## config.mk

```make
export PLATFORM = sky130hd
export DESIGN_NAME = gpb_pin_bank
export DESIGN_NICKNAME = d
export VERILOG_FILES = /design/src/gpb_pkg.sv /design/src/gpb_ms_tick.sv /design/src/gpb_debounce.sv /design/src/gpb_pin_bank.sv
export SDC_FILE = /design/constraint.sdc
export NUM_CORES = 1
export LEC_CHECK = 0
export BUFFER_PORTS_ARGS = -buffer_cell sky130_fd_sc_hd__buf_2
export CAP_MARGIN = 30
export CELL_PAD_IN_SITES_DETAIL_PLACEMENT = 1
export CELL_PAD_IN_SITES_GLOBAL_PLACEMENT = 1
export CORE_ASPECT_RATIO = 1.75
export CORE_MARGIN = 5
export CORE_UTILIZATION = 25
export CTS_CLUSTER_DIAMETER = 150
export DETAILED_ROUTE_END_ITERATION = 12
export MAX_ROUTING_LAYER = met4
export PLACE_DENSITY = 0.5
export SYNTH_ARGS = -nofsm -noshare
export SYNTH_HDL_FRONTEND = slang
export SYNTH_SLANG_ARGS = --single-unit
```

## constraint.sdc

```tcl
create_clock -name core_clk -period 6.9 [get_ports core_clk]
set_input_delay 0.69 -clock core_clk [delete_from_list [all_inputs] [get_ports core_clk]]
set_output_delay 0.69 -clock core_clk [all_outputs]
set_load 0.005 [all_outputs]
```

## src/gpb_pkg.sv

```systemverilog
package gpb_pkg;
    // Bank shape
    localparam int PIN_COUNT = 8;
    localparam int SW_COUNT = 4;
    // Register index map (byte offsets on the plain register port)
    localparam logic [4:0] OFS_PIN_BASE = 5'h00;   // Pin controls 0x00..0x07
    localparam logic [4:0] OFS_SW_BASE = 5'h08;    // Switch controls 0x08..0x0b
    localparam logic [4:0] OFS_PIN_FLAGS = 5'h0c;  // Pin flags, write one to clear
    localparam logic [4:0] OFS_IRQ_STATUS = 5'h0d; // Summary status, write one to clear
    localparam logic [4:0] OFS_IRQ_MASK = 5'h0e;   // Summary mask
    // Field positions of a control register
    localparam int BIT_DRV = 0;
    localparam int BIT_DIR = 1;
    localparam int BIT_DIN = 2;
    localparam int BIT_DOUT = 3;
    localparam int BIT_EDGE_LO = 4;
    localparam int BIT_DBNC_LO = 6;
    localparam int BIT_SUMMARY_PIN = 4;            // Summary bit for pin events
    // Reset values: pins are inputs with output low, switches open drain low
    localparam logic [7:0] PIN_CTRL_RESET = 8'h02;
    localparam logic [7:0] SW_CTRL_RESET = 8'h00;
    localparam logic [7:0] SW_WRITE_MASK = 8'h39;  // Bits 1, 2, 6 and 7 reserved
    // Edge selector encodings
    localparam logic [1:0] EDGE_MASKED = 2'h0;
    localparam logic [1:0] EDGE_FALL = 2'h1;
    localparam logic [1:0] EDGE_RISE = 2'h2;
    localparam logic [1:0] EDGE_BOTH = 2'h3;
    // Timing
    localparam int CLK_HZ = 25000000;
    localparam int TICK_MS = 1;
    localparam int TICK_CYCLES = CLK_HZ / 1000 * TICK_MS;
    localparam int DBNC_STEP_MS = 10;
endpackage

```

## src/gpb_ms_tick.sv

```systemverilog
`timescale 1ns/100ps
module gpb_ms_tick
    import gpb_pkg::*;
#(
    parameter int CYCLES = TICK_CYCLES
) (
    input wire logic core_clk,
    input wire logic reset_n,
    output logic tick
);
    // Wide enough for the default 25000 cycles
    logic [15:0] count_q;

    // Free running divider, one-cycle tick per wrap
    always_ff @(posedge core_clk or negedge reset_n) begin
        if (!reset_n) begin
            count_q <= 16'h0000;
            tick <= 1'b0;
        end else if (count_q == 16'(CYCLES - 1)) begin
            count_q <= 16'h0000;
            tick <= 1'b1;
        end else begin
            count_q <= count_q + 16'h0001;
            tick <= 1'b0;
        end
    end
endmodule

```

## src/gpb_debounce.sv

```systemverilog
`timescale 1ns/100ps
module gpb_debounce
    import gpb_pkg::*;
(
    input wire logic core_clk,
    input wire logic reset_n,
    input wire logic msTick,
    input wire logic rawLevel,
    input wire logic [1:0] timeSel,
    output logic cleanLevel
);
    // Millisecond count of a stable differing level
    logic [5:0] stableMs_q;
    logic [5:0] target;

    // Required hold time in ms
    always_comb begin
        target = 6'(DBNC_STEP_MS * int'(timeSel));
    end

    // Accept a new level only after it held for the selected time
    always_ff @(posedge core_clk or negedge reset_n) begin
        if (!reset_n) begin
            stableMs_q <= 6'h00;
            cleanLevel <= 1'b0;
        end else if (rawLevel == cleanLevel) begin
            stableMs_q <= 6'h00;                           // Bounce restarts the wait
        end else if (timeSel == 2'h0) begin
            cleanLevel <= rawLevel;
        end else if (msTick) begin
            if (stableMs_q + 6'h01 >= target) begin
                cleanLevel <= rawLevel;
                stableMs_q <= 6'h00;
            end else begin
                stableMs_q <= stableMs_q + 6'h01;
            end
        end
    end
endmodule

```

## src/gpb_pin_bank.sv

```systemverilog
`timescale 1ns/100ps
// What this block does
// One 8-bit control register per module
// Eight pin and four switch registers
// Bit 0 picks open-drain or push-pull
// Bit 1 direction; input ignores bit 0
// Bit 2 reads pin level at read
// Output mode input bit may be stale
// Filter input transitions over milliseconds
// Bit 3 is driven output level
// Output level kept, applied on output mode
// Edge select 00 masks the pin
// 1 falling, 2 rising, 3 both edges
// Pin edge also sets summary bit 4
// Bits 7:6 pick 0/10/20/30 ms debounce
// Flag register, bit n is pin n
// Edges seen on debounced level, ms tick
module gpb_pin_bank
    import gpb_pkg::*;
#(
    parameter int PINS = PIN_COUNT,
    parameter int SWS = SW_COUNT,
    parameter int TICK_LEN = TICK_CYCLES
) (
    input wire logic core_clk,
    input wire logic reset_n,
    input wire logic [4:0] regAddr,
    input wire logic [7:0] regWrData,
    input wire logic regWrite,
    input wire logic regRead,
    output logic [7:0] regRdData,
    input wire logic [PINS-1:0] pinIn,
    output logic [PINS-1:0] pinOut,
    output logic [PINS-1:0] pinOe_n,
    output logic [SWS-1:0] swOut,
    output logic [SWS-1:0] swOe_n,
    output logic irq
);
    // Control registers
    logic [7:0] pinCtrl_q [PINS];
    logic [7:0] swCtrl_q [SWS];
    // Sticky flags and summary interrupt
    logic [PINS-1:0] pinFlags_q;
    logic [7:0] irqStatus_q;
    logic [7:0] irqMask_q;
    // Filtered levels and their previous value
    logic [PINS-1:0] cleanLevel;
    logic [PINS-1:0] cleanPrev_q;
    logic [PINS-1:0] edgeHit;
    logic msTick;
    logic [7:0] rdData_d;

    // Shared millisecond timebase
    gpb_ms_tick #(
        .CYCLES(TICK_LEN)
    ) u_tick (
        .core_clk(core_clk),
        .reset_n(reset_n),
        .tick(msTick)
    );

    // Per-pin register, filter, edge detect and driver
    genvar gi;
    generate
        for (gi = 0; gi < PINS; gi++) begin : g_pin
            gpb_debounce u_dbnc (
                .core_clk(core_clk),
                .reset_n(reset_n),
                .msTick(msTick),
                .rawLevel(pinIn[gi]),
                .timeSel(pinCtrl_q[gi][BIT_DBNC_LO +: 2]),
                .cleanLevel(cleanLevel[gi])
            );

            // Selector 0 passes a new level on the next edge
            property p_nodbnc;
                @(posedge core_clk) disable iff (!reset_n)
                (pinCtrl_q[gi][BIT_DBNC_LO +: 2] == 2'h0 && pinIn[gi] != cleanLevel[gi])
                |=> cleanLevel[gi] == $past(pinIn[gi]);
            endproperty
            a_nodbnc: assert property (p_nodbnc)
                else $error("undebounced input lagged");

            // Software write; bit 2 is the live sample and not stored
            always_ff @(posedge core_clk or negedge reset_n) begin
                if (!reset_n) begin
                    pinCtrl_q[gi] <= PIN_CTRL_RESET;
                end else if (regWrite && regAddr == OFS_PIN_BASE + 5'(gi)) begin
                    pinCtrl_q[gi] <= regWrData & ~(8'h01 << BIT_DIN);
                end
            end

            // A write lands whole except the live level bit
            property p_ctrl_write;
                @(posedge core_clk) disable iff (!reset_n)
                (regWrite && regAddr == OFS_PIN_BASE + 5'(gi))
                |=> pinCtrl_q[gi] == ($past(regWrData) & 8'hfb);
            endproperty
            a_ctrl_write: assert property (p_ctrl_write)
                else $error("control write lost");

            // Read returns the pad level of the strobe cycle
            property p_read_level;
                @(posedge core_clk) disable iff (!reset_n)
                (regRead && regAddr == OFS_PIN_BASE + 5'(gi))
                |=> regRdData[BIT_DIN] == $past(pinIn[gi]);
            endproperty
            a_read_level: assert property (p_read_level)
                else $error("sampled level wrong");

            // Edge detection on the filtered level
            always_comb begin
                unique case (pinCtrl_q[gi][BIT_EDGE_LO +: 2])
                    EDGE_FALL: edgeHit[gi] = cleanPrev_q[gi] & ~cleanLevel[gi];
                    EDGE_RISE: edgeHit[gi] = ~cleanPrev_q[gi] & cleanLevel[gi];
                    EDGE_BOTH: edgeHit[gi] = cleanPrev_q[gi] ^ cleanLevel[gi];
                    EDGE_MASKED: edgeHit[gi] = 1'b0;
                endcase
            end

            // Masked selector never raises the flag
            property p_mask_no_flag;
                @(posedge core_clk) disable iff (!reset_n)
                (pinCtrl_q[gi][BIT_EDGE_LO +: 2] == EDGE_MASKED && !pinFlags_q[gi])
                |=> !pinFlags_q[gi];
            endproperty
            a_mask_no_flag: assert property (p_mask_no_flag)
                else $error("masked pin raised its flag");

            // Rising selector flags a clean rise
            property p_rise_flag;
                @(posedge core_clk) disable iff (!reset_n)
                (pinCtrl_q[gi][BIT_EDGE_LO +: 2] == EDGE_RISE && $rose(cleanLevel[gi]))
                |=> pinFlags_q[gi];
            endproperty
            a_rise_flag: assert property (p_rise_flag)
                else $error("rising edge not flagged");

            // Falling selector flags a clean fall
            property p_fall_flag;
                @(posedge core_clk) disable iff (!reset_n)
                (pinCtrl_q[gi][BIT_EDGE_LO +: 2] == EDGE_FALL && $fell(cleanLevel[gi]))
                |=> pinFlags_q[gi];
            endproperty
            a_fall_flag: assert property (p_fall_flag)
                else $error("falling edge not flagged");

            // Both-edge selector flags any clean change
            property p_both_flag;
                @(posedge core_clk) disable iff (!reset_n)
                (pinCtrl_q[gi][BIT_EDGE_LO +: 2] == EDGE_BOTH && $changed(cleanLevel[gi]))
                |=> pinFlags_q[gi];
            endproperty
            a_both_flag: assert property (p_both_flag)
                else $error("level change not flagged");

            // Pad drive: input mode releases, open drain never drives high
            always_ff @(posedge core_clk or negedge reset_n) begin
                if (!reset_n) begin
                    pinOut[gi] <= 1'b0;
                    pinOe_n[gi] <= 1'b1;
                end else if (pinCtrl_q[gi][BIT_DIR]) begin
                    pinOut[gi] <= 1'b0;
                    pinOe_n[gi] <= 1'b1;
                end else begin
                    pinOut[gi] <= pinCtrl_q[gi][BIT_DOUT];
                    pinOe_n[gi] <= ~(pinCtrl_q[gi][BIT_DRV] | ~pinCtrl_q[gi][BIT_DOUT]);
                end
            end

            // Input mode releases the pad
            property p_input_release;
                @(posedge core_clk) disable iff (!reset_n)
                pinCtrl_q[gi][BIT_DIR]
                |=> pinOe_n[gi];
            endproperty
            a_input_release: assert property (p_input_release)
                else $error("input pin driven");

            // Open drain high only releases
            property p_od_high;
                @(posedge core_clk) disable iff (!reset_n)
                (!pinCtrl_q[gi][BIT_DIR] && !pinCtrl_q[gi][BIT_DRV] && pinCtrl_q[gi][BIT_DOUT])
                |=> pinOe_n[gi];
            endproperty
            a_od_high: assert property (p_od_high)
                else $error("open drain drove high");

            // Output low always drives low
            property p_drive_low;
                @(posedge core_clk) disable iff (!reset_n)
                (!pinCtrl_q[gi][BIT_DIR] && !pinCtrl_q[gi][BIT_DOUT])
                |=> (!pinOe_n[gi] && !pinOut[gi]);
            endproperty
            a_drive_low: assert property (p_drive_low)
                else $error("output low not driven");

            // Push-pull high drives high
            property p_cmos_high;
                @(posedge core_clk) disable iff (!reset_n)
                (!pinCtrl_q[gi][BIT_DIR] && pinCtrl_q[gi][BIT_DRV] && pinCtrl_q[gi][BIT_DOUT])
                |=> (!pinOe_n[gi] && pinOut[gi]);
            endproperty
            a_cmos_high: assert property (p_cmos_high)
                else $error("push-pull high not driven");
        end

        // Switch-gating outputs share the same driver scheme
        for (gi = 0; gi < SWS; gi++) begin : g_sw
            always_ff @(posedge core_clk or negedge reset_n) begin
                if (!reset_n) begin
                    swCtrl_q[gi] <= SW_CTRL_RESET;
                end else if (regWrite && regAddr == OFS_SW_BASE + 5'(gi)) begin
                    swCtrl_q[gi] <= regWrData & SW_WRITE_MASK;
                end
            end

            // Open drain low after reset
            always_ff @(posedge core_clk or negedge reset_n) begin
                if (!reset_n) begin
                    swOut[gi] <= 1'b0;
                    swOe_n[gi] <= 1'b0;
                end else begin
                    swOut[gi] <= swCtrl_q[gi][BIT_DOUT];
                    swOe_n[gi] <= ~(swCtrl_q[gi][BIT_DRV] | ~swCtrl_q[gi][BIT_DOUT]);
                end
            end

            // Switch drives push-pull or pulls low as set
            property p_sw_drive;
                @(posedge core_clk) disable iff (!reset_n)
                (swCtrl_q[gi][BIT_DRV] || !swCtrl_q[gi][BIT_DOUT])
                |=> (!swOe_n[gi] && swOut[gi] == $past(swCtrl_q[gi][BIT_DOUT]));
            endproperty
            a_sw_drive: assert property (p_sw_drive)
                else $error("switch output not driven");
        end
    endgenerate

    // Previous filtered level
    always_ff @(posedge core_clk or negedge reset_n) begin
        if (!reset_n) begin
            cleanPrev_q <= '0;
        end else begin
            cleanPrev_q <= cleanLevel;
        end
    end

    // Pin flags: set wins over write-one-to-clear
    always_ff @(posedge core_clk or negedge reset_n) begin
        if (!reset_n) begin
            pinFlags_q <= '0;
        end else begin
            if (regWrite && regAddr == OFS_PIN_FLAGS) begin
                pinFlags_q <= (pinFlags_q & ~regWrData[PINS-1:0]) | edgeHit;
            end else begin
                pinFlags_q <= pinFlags_q | edgeHit;
            end
        end
    end

    // Flags hold until software clears them
    property p_flag_sticky;
        @(posedge core_clk) disable iff (!reset_n)
        !(regWrite && regAddr == OFS_PIN_FLAGS)
        |=> (pinFlags_q & $past(pinFlags_q)) == $past(pinFlags_q);
    endproperty
    a_flag_sticky: assert property (p_flag_sticky)
        else $error("pin flag dropped");

    // Writing ones clears quiet flags
    property p_flag_clear;
        @(posedge core_clk) disable iff (!reset_n)
        (regWrite && regAddr == OFS_PIN_FLAGS && edgeHit == '0)
        |=> (pinFlags_q & $past(regWrData[PINS-1:0])) == '0;
    endproperty
    a_flag_clear: assert property (p_flag_clear)
        else $error("pin flag not cleared");

    // Summary status; only the pin bit has a source here
    always_ff @(posedge core_clk or negedge reset_n) begin
        if (!reset_n) begin
            irqStatus_q <= 8'h00;
        end else begin
            if (regWrite && regAddr == OFS_IRQ_STATUS) begin
                irqStatus_q <= irqStatus_q & ~regWrData;
            end
            if (|edgeHit) begin
                irqStatus_q[BIT_SUMMARY_PIN] <= 1'b1;
            end
        end
    end

    // Any flagged edge lifts the summary bit
    property p_summary;
        @(posedge core_clk) disable iff (!reset_n)
        (|edgeHit)
        |=> irqStatus_q[BIT_SUMMARY_PIN];
    endproperty
    a_summary: assert property (p_summary)
        else $error("summary bit not set");

    // Summary mask, set bit enables
    always_ff @(posedge core_clk or negedge reset_n) begin
        if (!reset_n) begin
            irqMask_q <= 8'h00;
        end else if (regWrite && regAddr == OFS_IRQ_MASK) begin
            irqMask_q <= regWrData;
        end
    end

    // Level interrupt from a flop
    always_ff @(posedge core_clk or negedge reset_n) begin
        if (!reset_n) begin
            irq <= 1'b0;
        end else begin
            irq <= |(irqStatus_q & irqMask_q);
        end
    end

    // Read mux; the pin level is sampled in the strobe cycle
    always_comb begin
        rdData_d = 8'h00;
        for (int i = 0; i < PINS; i++) begin
            if (regAddr == OFS_PIN_BASE + 5'(i)) begin
                rdData_d = pinCtrl_q[i];
                // Output mode still samples the pad; software ignores it
                rdData_d[BIT_DIN] = pinIn[i];
            end
        end
        for (int i = 0; i < SWS; i++) begin
            if (regAddr == OFS_SW_BASE + 5'(i)) begin
                rdData_d = swCtrl_q[i];
            end
        end
        if (regAddr == OFS_PIN_FLAGS) begin
            rdData_d = 8'(pinFlags_q);
        end
        if (regAddr == OFS_IRQ_STATUS) begin
            rdData_d = irqStatus_q;
        end
        if (regAddr == OFS_IRQ_MASK) begin
            rdData_d = irqMask_q;
        end
    end

    // Read data valid only the cycle after the strobe
    always_ff @(posedge core_clk or negedge reset_n) begin
        if (!reset_n) begin
            regRdData <= 8'h00;
        end else if (regRead) begin
            regRdData <= rdData_d;
        end else begin
            regRdData <= 8'h00;
        end
    end

endmodule

```

==> results.py <==
metrics = {
    "cells_and_area": {
        "stdcell_count": 1687,
        "final_util_pct": 29.10,
        "drive_above_1_share_pct": 20.90,
        "area_delta_synth_final_pct": 15.71,
        "final_cell_area_um2": 12850,
        "layout.nets": 1179,
        "nFillCells": 5043,
        "n_antenna_cell": 0,
    },
    "clock_tree": {
        "clk_pin_slew_worst_paths_ps": 60,
        "cts_tree": "built",
        "ctsResizeCount": 0,
        "cts-root-buf": "clkbuf_16",
        "clock_path_buffers": 3,
        "clock_latency_ps": 530,
        "cts_sinks": 210,
        "cts_setup_buffers": 0,
        "cts_made_buffers": 24,
        "cts_max_level": 1,
        "cts_hold_buf": 0,
    },
    "critical_path": {
        "setup.worst_path.start_class": "flop",
        "path_class": "flop to flop",
        "cp.required_ps": 7300,
        "path_max_fanout": 5,
        "worstPathArrival_ps": 3230,
        "endpoint_kind": "flop",
    },
    "power_and_ir_drop": {
        "power.net_switching_mw": 1.079,
        "p_per_area_nw_per_um2": 280.1,
        "pwr-share-comb_pct": 17.8,
        "cell_internal_pwr_mw": 2.519,
        "p_leak_nw": 5.688,
        "pwr-share-seq_pct": 44.2,
        "p_total_mw": 3.599,
        "clock_power_share_pct": 38.0,
        "switching_share_pct": 29.99,
        "ir_drop_mv": 0.1610,
    },
    "yosys": {
        "yosys.area.top_type": "dfrtp_1",
        "ys_ff_latch": 210,
        "postSynthCellCount": 1041,
        "synth_area_um2": 11100,
        "ys.flop_type": "dfrtp_1",
        "yosys_warnings": 0,
        "synth_edf_count": 0,
        "syn_nets": 1123,
        "synthTopCellsByCount": "194 x dfrtp_1, 92 x nand2_1, 83 x mux2_2",
        "synthMostInstantiatedCell": "dfrtp_1",
        "synth.distinct_cells": 78,
        "async_reset_ff_share_pct": 100.0,
        "avgSynthCellArea_um2": 10.67,
        "synth_area_leaders": "dfrtp_1 44%, mux2_2 8.4%, ha_1 6.4%",
        "synth_top_area_share_pct": 43.72,
        "yosysSeqAreaShare_pct": 47.50,
    },
    "place": {
        "hpwl_um": 26750,
        "portBuffers": 57,
        "place_ws_ps": 3768,
        "dp.cells": 1642,
        "gp_congestion": 0.8747,
        "place_area_um2": 11980,
    },
    "global_routing": {
        "grt.total_usage_pct": 15.20,
        "grt_antenna_before_repair": 0,
        "grt_pass1_vias": 9059,
        "overflow": 0,
        "grt_max_degree": 104,
        "grt_pass1_wl_um": 55860,
    },
    "timing": {
        "timing.hold.ws_ps": 206.5,
        "period_share_pct": 40.92,
        "hold_viol_final": 0,
        "rsz0062_at_grt": "false",
        "finalSetupTns_ps": 0,
        "skew_ps": 15.99,
        "max_freq_mhz": 354.2,
        "setup_slack_ps": 4077,
        "setup_viol": 0,
        "relSlewSlack_pct": 33.13,
        "fin_crit_ps": 2823,
        "drv_slew": 0,
        "worst_pin_slew_ps": 992.5,
    },
    "routing": {
        "dr.first_iter.drc_count": 376,
        "drc": 0,
        "ant_nets": 0,
        "vias": 8261,
        "first_pass_iters": 4,
        "wirelength_um": 36050,
        "wl_per_cell_um": 21.37,
        "viasPerCell": 4.897,
    },
    "min_path": {
        "hp-class": "input port to async pin",
    },
    "die": {
        "die_area_um2": 48900,
        "ioPinCount": 58,
        "fp.dieH_um": 288.8,
        "start_util_pct": 25.15,
        "fp-row-count": 102,
        "die_w_um": 169.3,
        "core_area_um2": 44160,
    },
    "flow_run": {
        "drv_cap": 0,
    },
    "run_status": {
        "outcome": "complete, no violations",
    },
}
## state kept, by name (all words and copies together), names as in the netlist
name	count
u_tick.count_q	16
swOe_n	4
pinCtrl_q	56
irqStatus_q	8
regRdData	8
g_pin.u_dbnc.stableMs_q	48
pinOe_n	8
swOut	4
pinFlags_q	8
pinOut	8
irq	1
irqMask_q	8
g_pin.u_dbnc.cleanLevel	8
swCtrl_q	16
cleanPrev_q	8
u_tick.tick	1
## power by group through the flow
stage               sequential, mW  combinational (mW)  clock (mW)
floorplan                     1.54               0.415           0
global placement              1.61               0.635           0
detailed placement            1.61               0.652           0
CTS                           1.59               0.658        1.42
global route                  1.61               0.724        1.47
finish                        1.59               0.641        1.37
## final timing paths
kind                                                                 from                                      to  slack [ps]  cells past startpoint
worst min register to register                    swCtrl_q[3]$_DFFE_PN0P_                      swOut[3]$_DFF_PN0_         450                      0
worst min-delay path                                              reset_n            u_tick.count_q[10]$_DFF_PN0_         210                      1
max in group asynchronous                                         reset_n               pinCtrl_q[19]$_DFFE_PN0P_        5550                      2
min in group core_clk                                        regWrData[2]              irqStatus_q[2]$_DFFE_PN0P_         440                      2
worst max register to register  g_pin[3].u_dbnc.stableMs_q[2]$_DFFE_PN0P_  g_pin[3].u_dbnc.cleanLevel$_DFFE_PN0P_        4080                      9
worst max-delay path            g_pin[3].u_dbnc.stableMs_q[2]$_DFFE_PN0P_  g_pin[3].u_dbnc.cleanLevel$_DFFE_PN0P_        4080                      9
## kinds of logic (layout without fill, tap and decap cells)
family | Yosys count | after routing | share of synthesized area [%]
AOI/OAI and AO/OA | 246 | 246 | 15.65
xor gates and xnor gates | 39 | 39 | 3.076
DFF | 210 | 210 | 47.50
and+or+nand+nor | 293 | 293 | 13.75
adders and majority gates | 57 | 57 | 6.422
muxes | 96 | 96 | 9.825
buffers and inverters | 100 | 174 | 3.775
## per-layer routing
metal  GRT usage (%)  vias to the layer above  part of all wire (%)
li1                -                     3842                     -
met4           6.908                        0                   4.9
met2           27.44                      155                    54
met5               -                        -                     0
met1           16.72                     4190                    38
met3           1.630                       74                   3.1
## worst max-delay path, cell delays in order, from the launching register on
cell,delay (ps)
dfrtp_1,420
nand3_1,160
and2_1,210
or2_2,290
ha_1,290
a21oi_1,130
o21ai_0,180
a2111oi_4,550
o21ai_0,170
mux2_2,290
## cell usage in the layout, fill, tap and decap left out, drive strengths merged, types with 30 or more instances in the layout
cell type	n
xnor2	30
nor2	38
buf	62
ha	57
nand3	37
inv	67
clkbuf	32
dfrtp	194
nand2	92
mux2	84
o21ai	65
a21oi	34
## area by class of cell
class / instances / area, um^2 / area share (%)
multi-input cells: 731 / 5410 / 42.11
inverters: 68 / 255.2 / 1.987
flip-flops and latches: 210 / 5275 / 41.06
well taps: 572 / 715.7 / 5.570
repair buffers: 62 / 352.8 / 2.746
clock buffers: 32 / 701.9 / 5.463
clock inverters: 12 / 137.6 / 1.071
No activity file was read; power rests on OpenSTA's default activity.
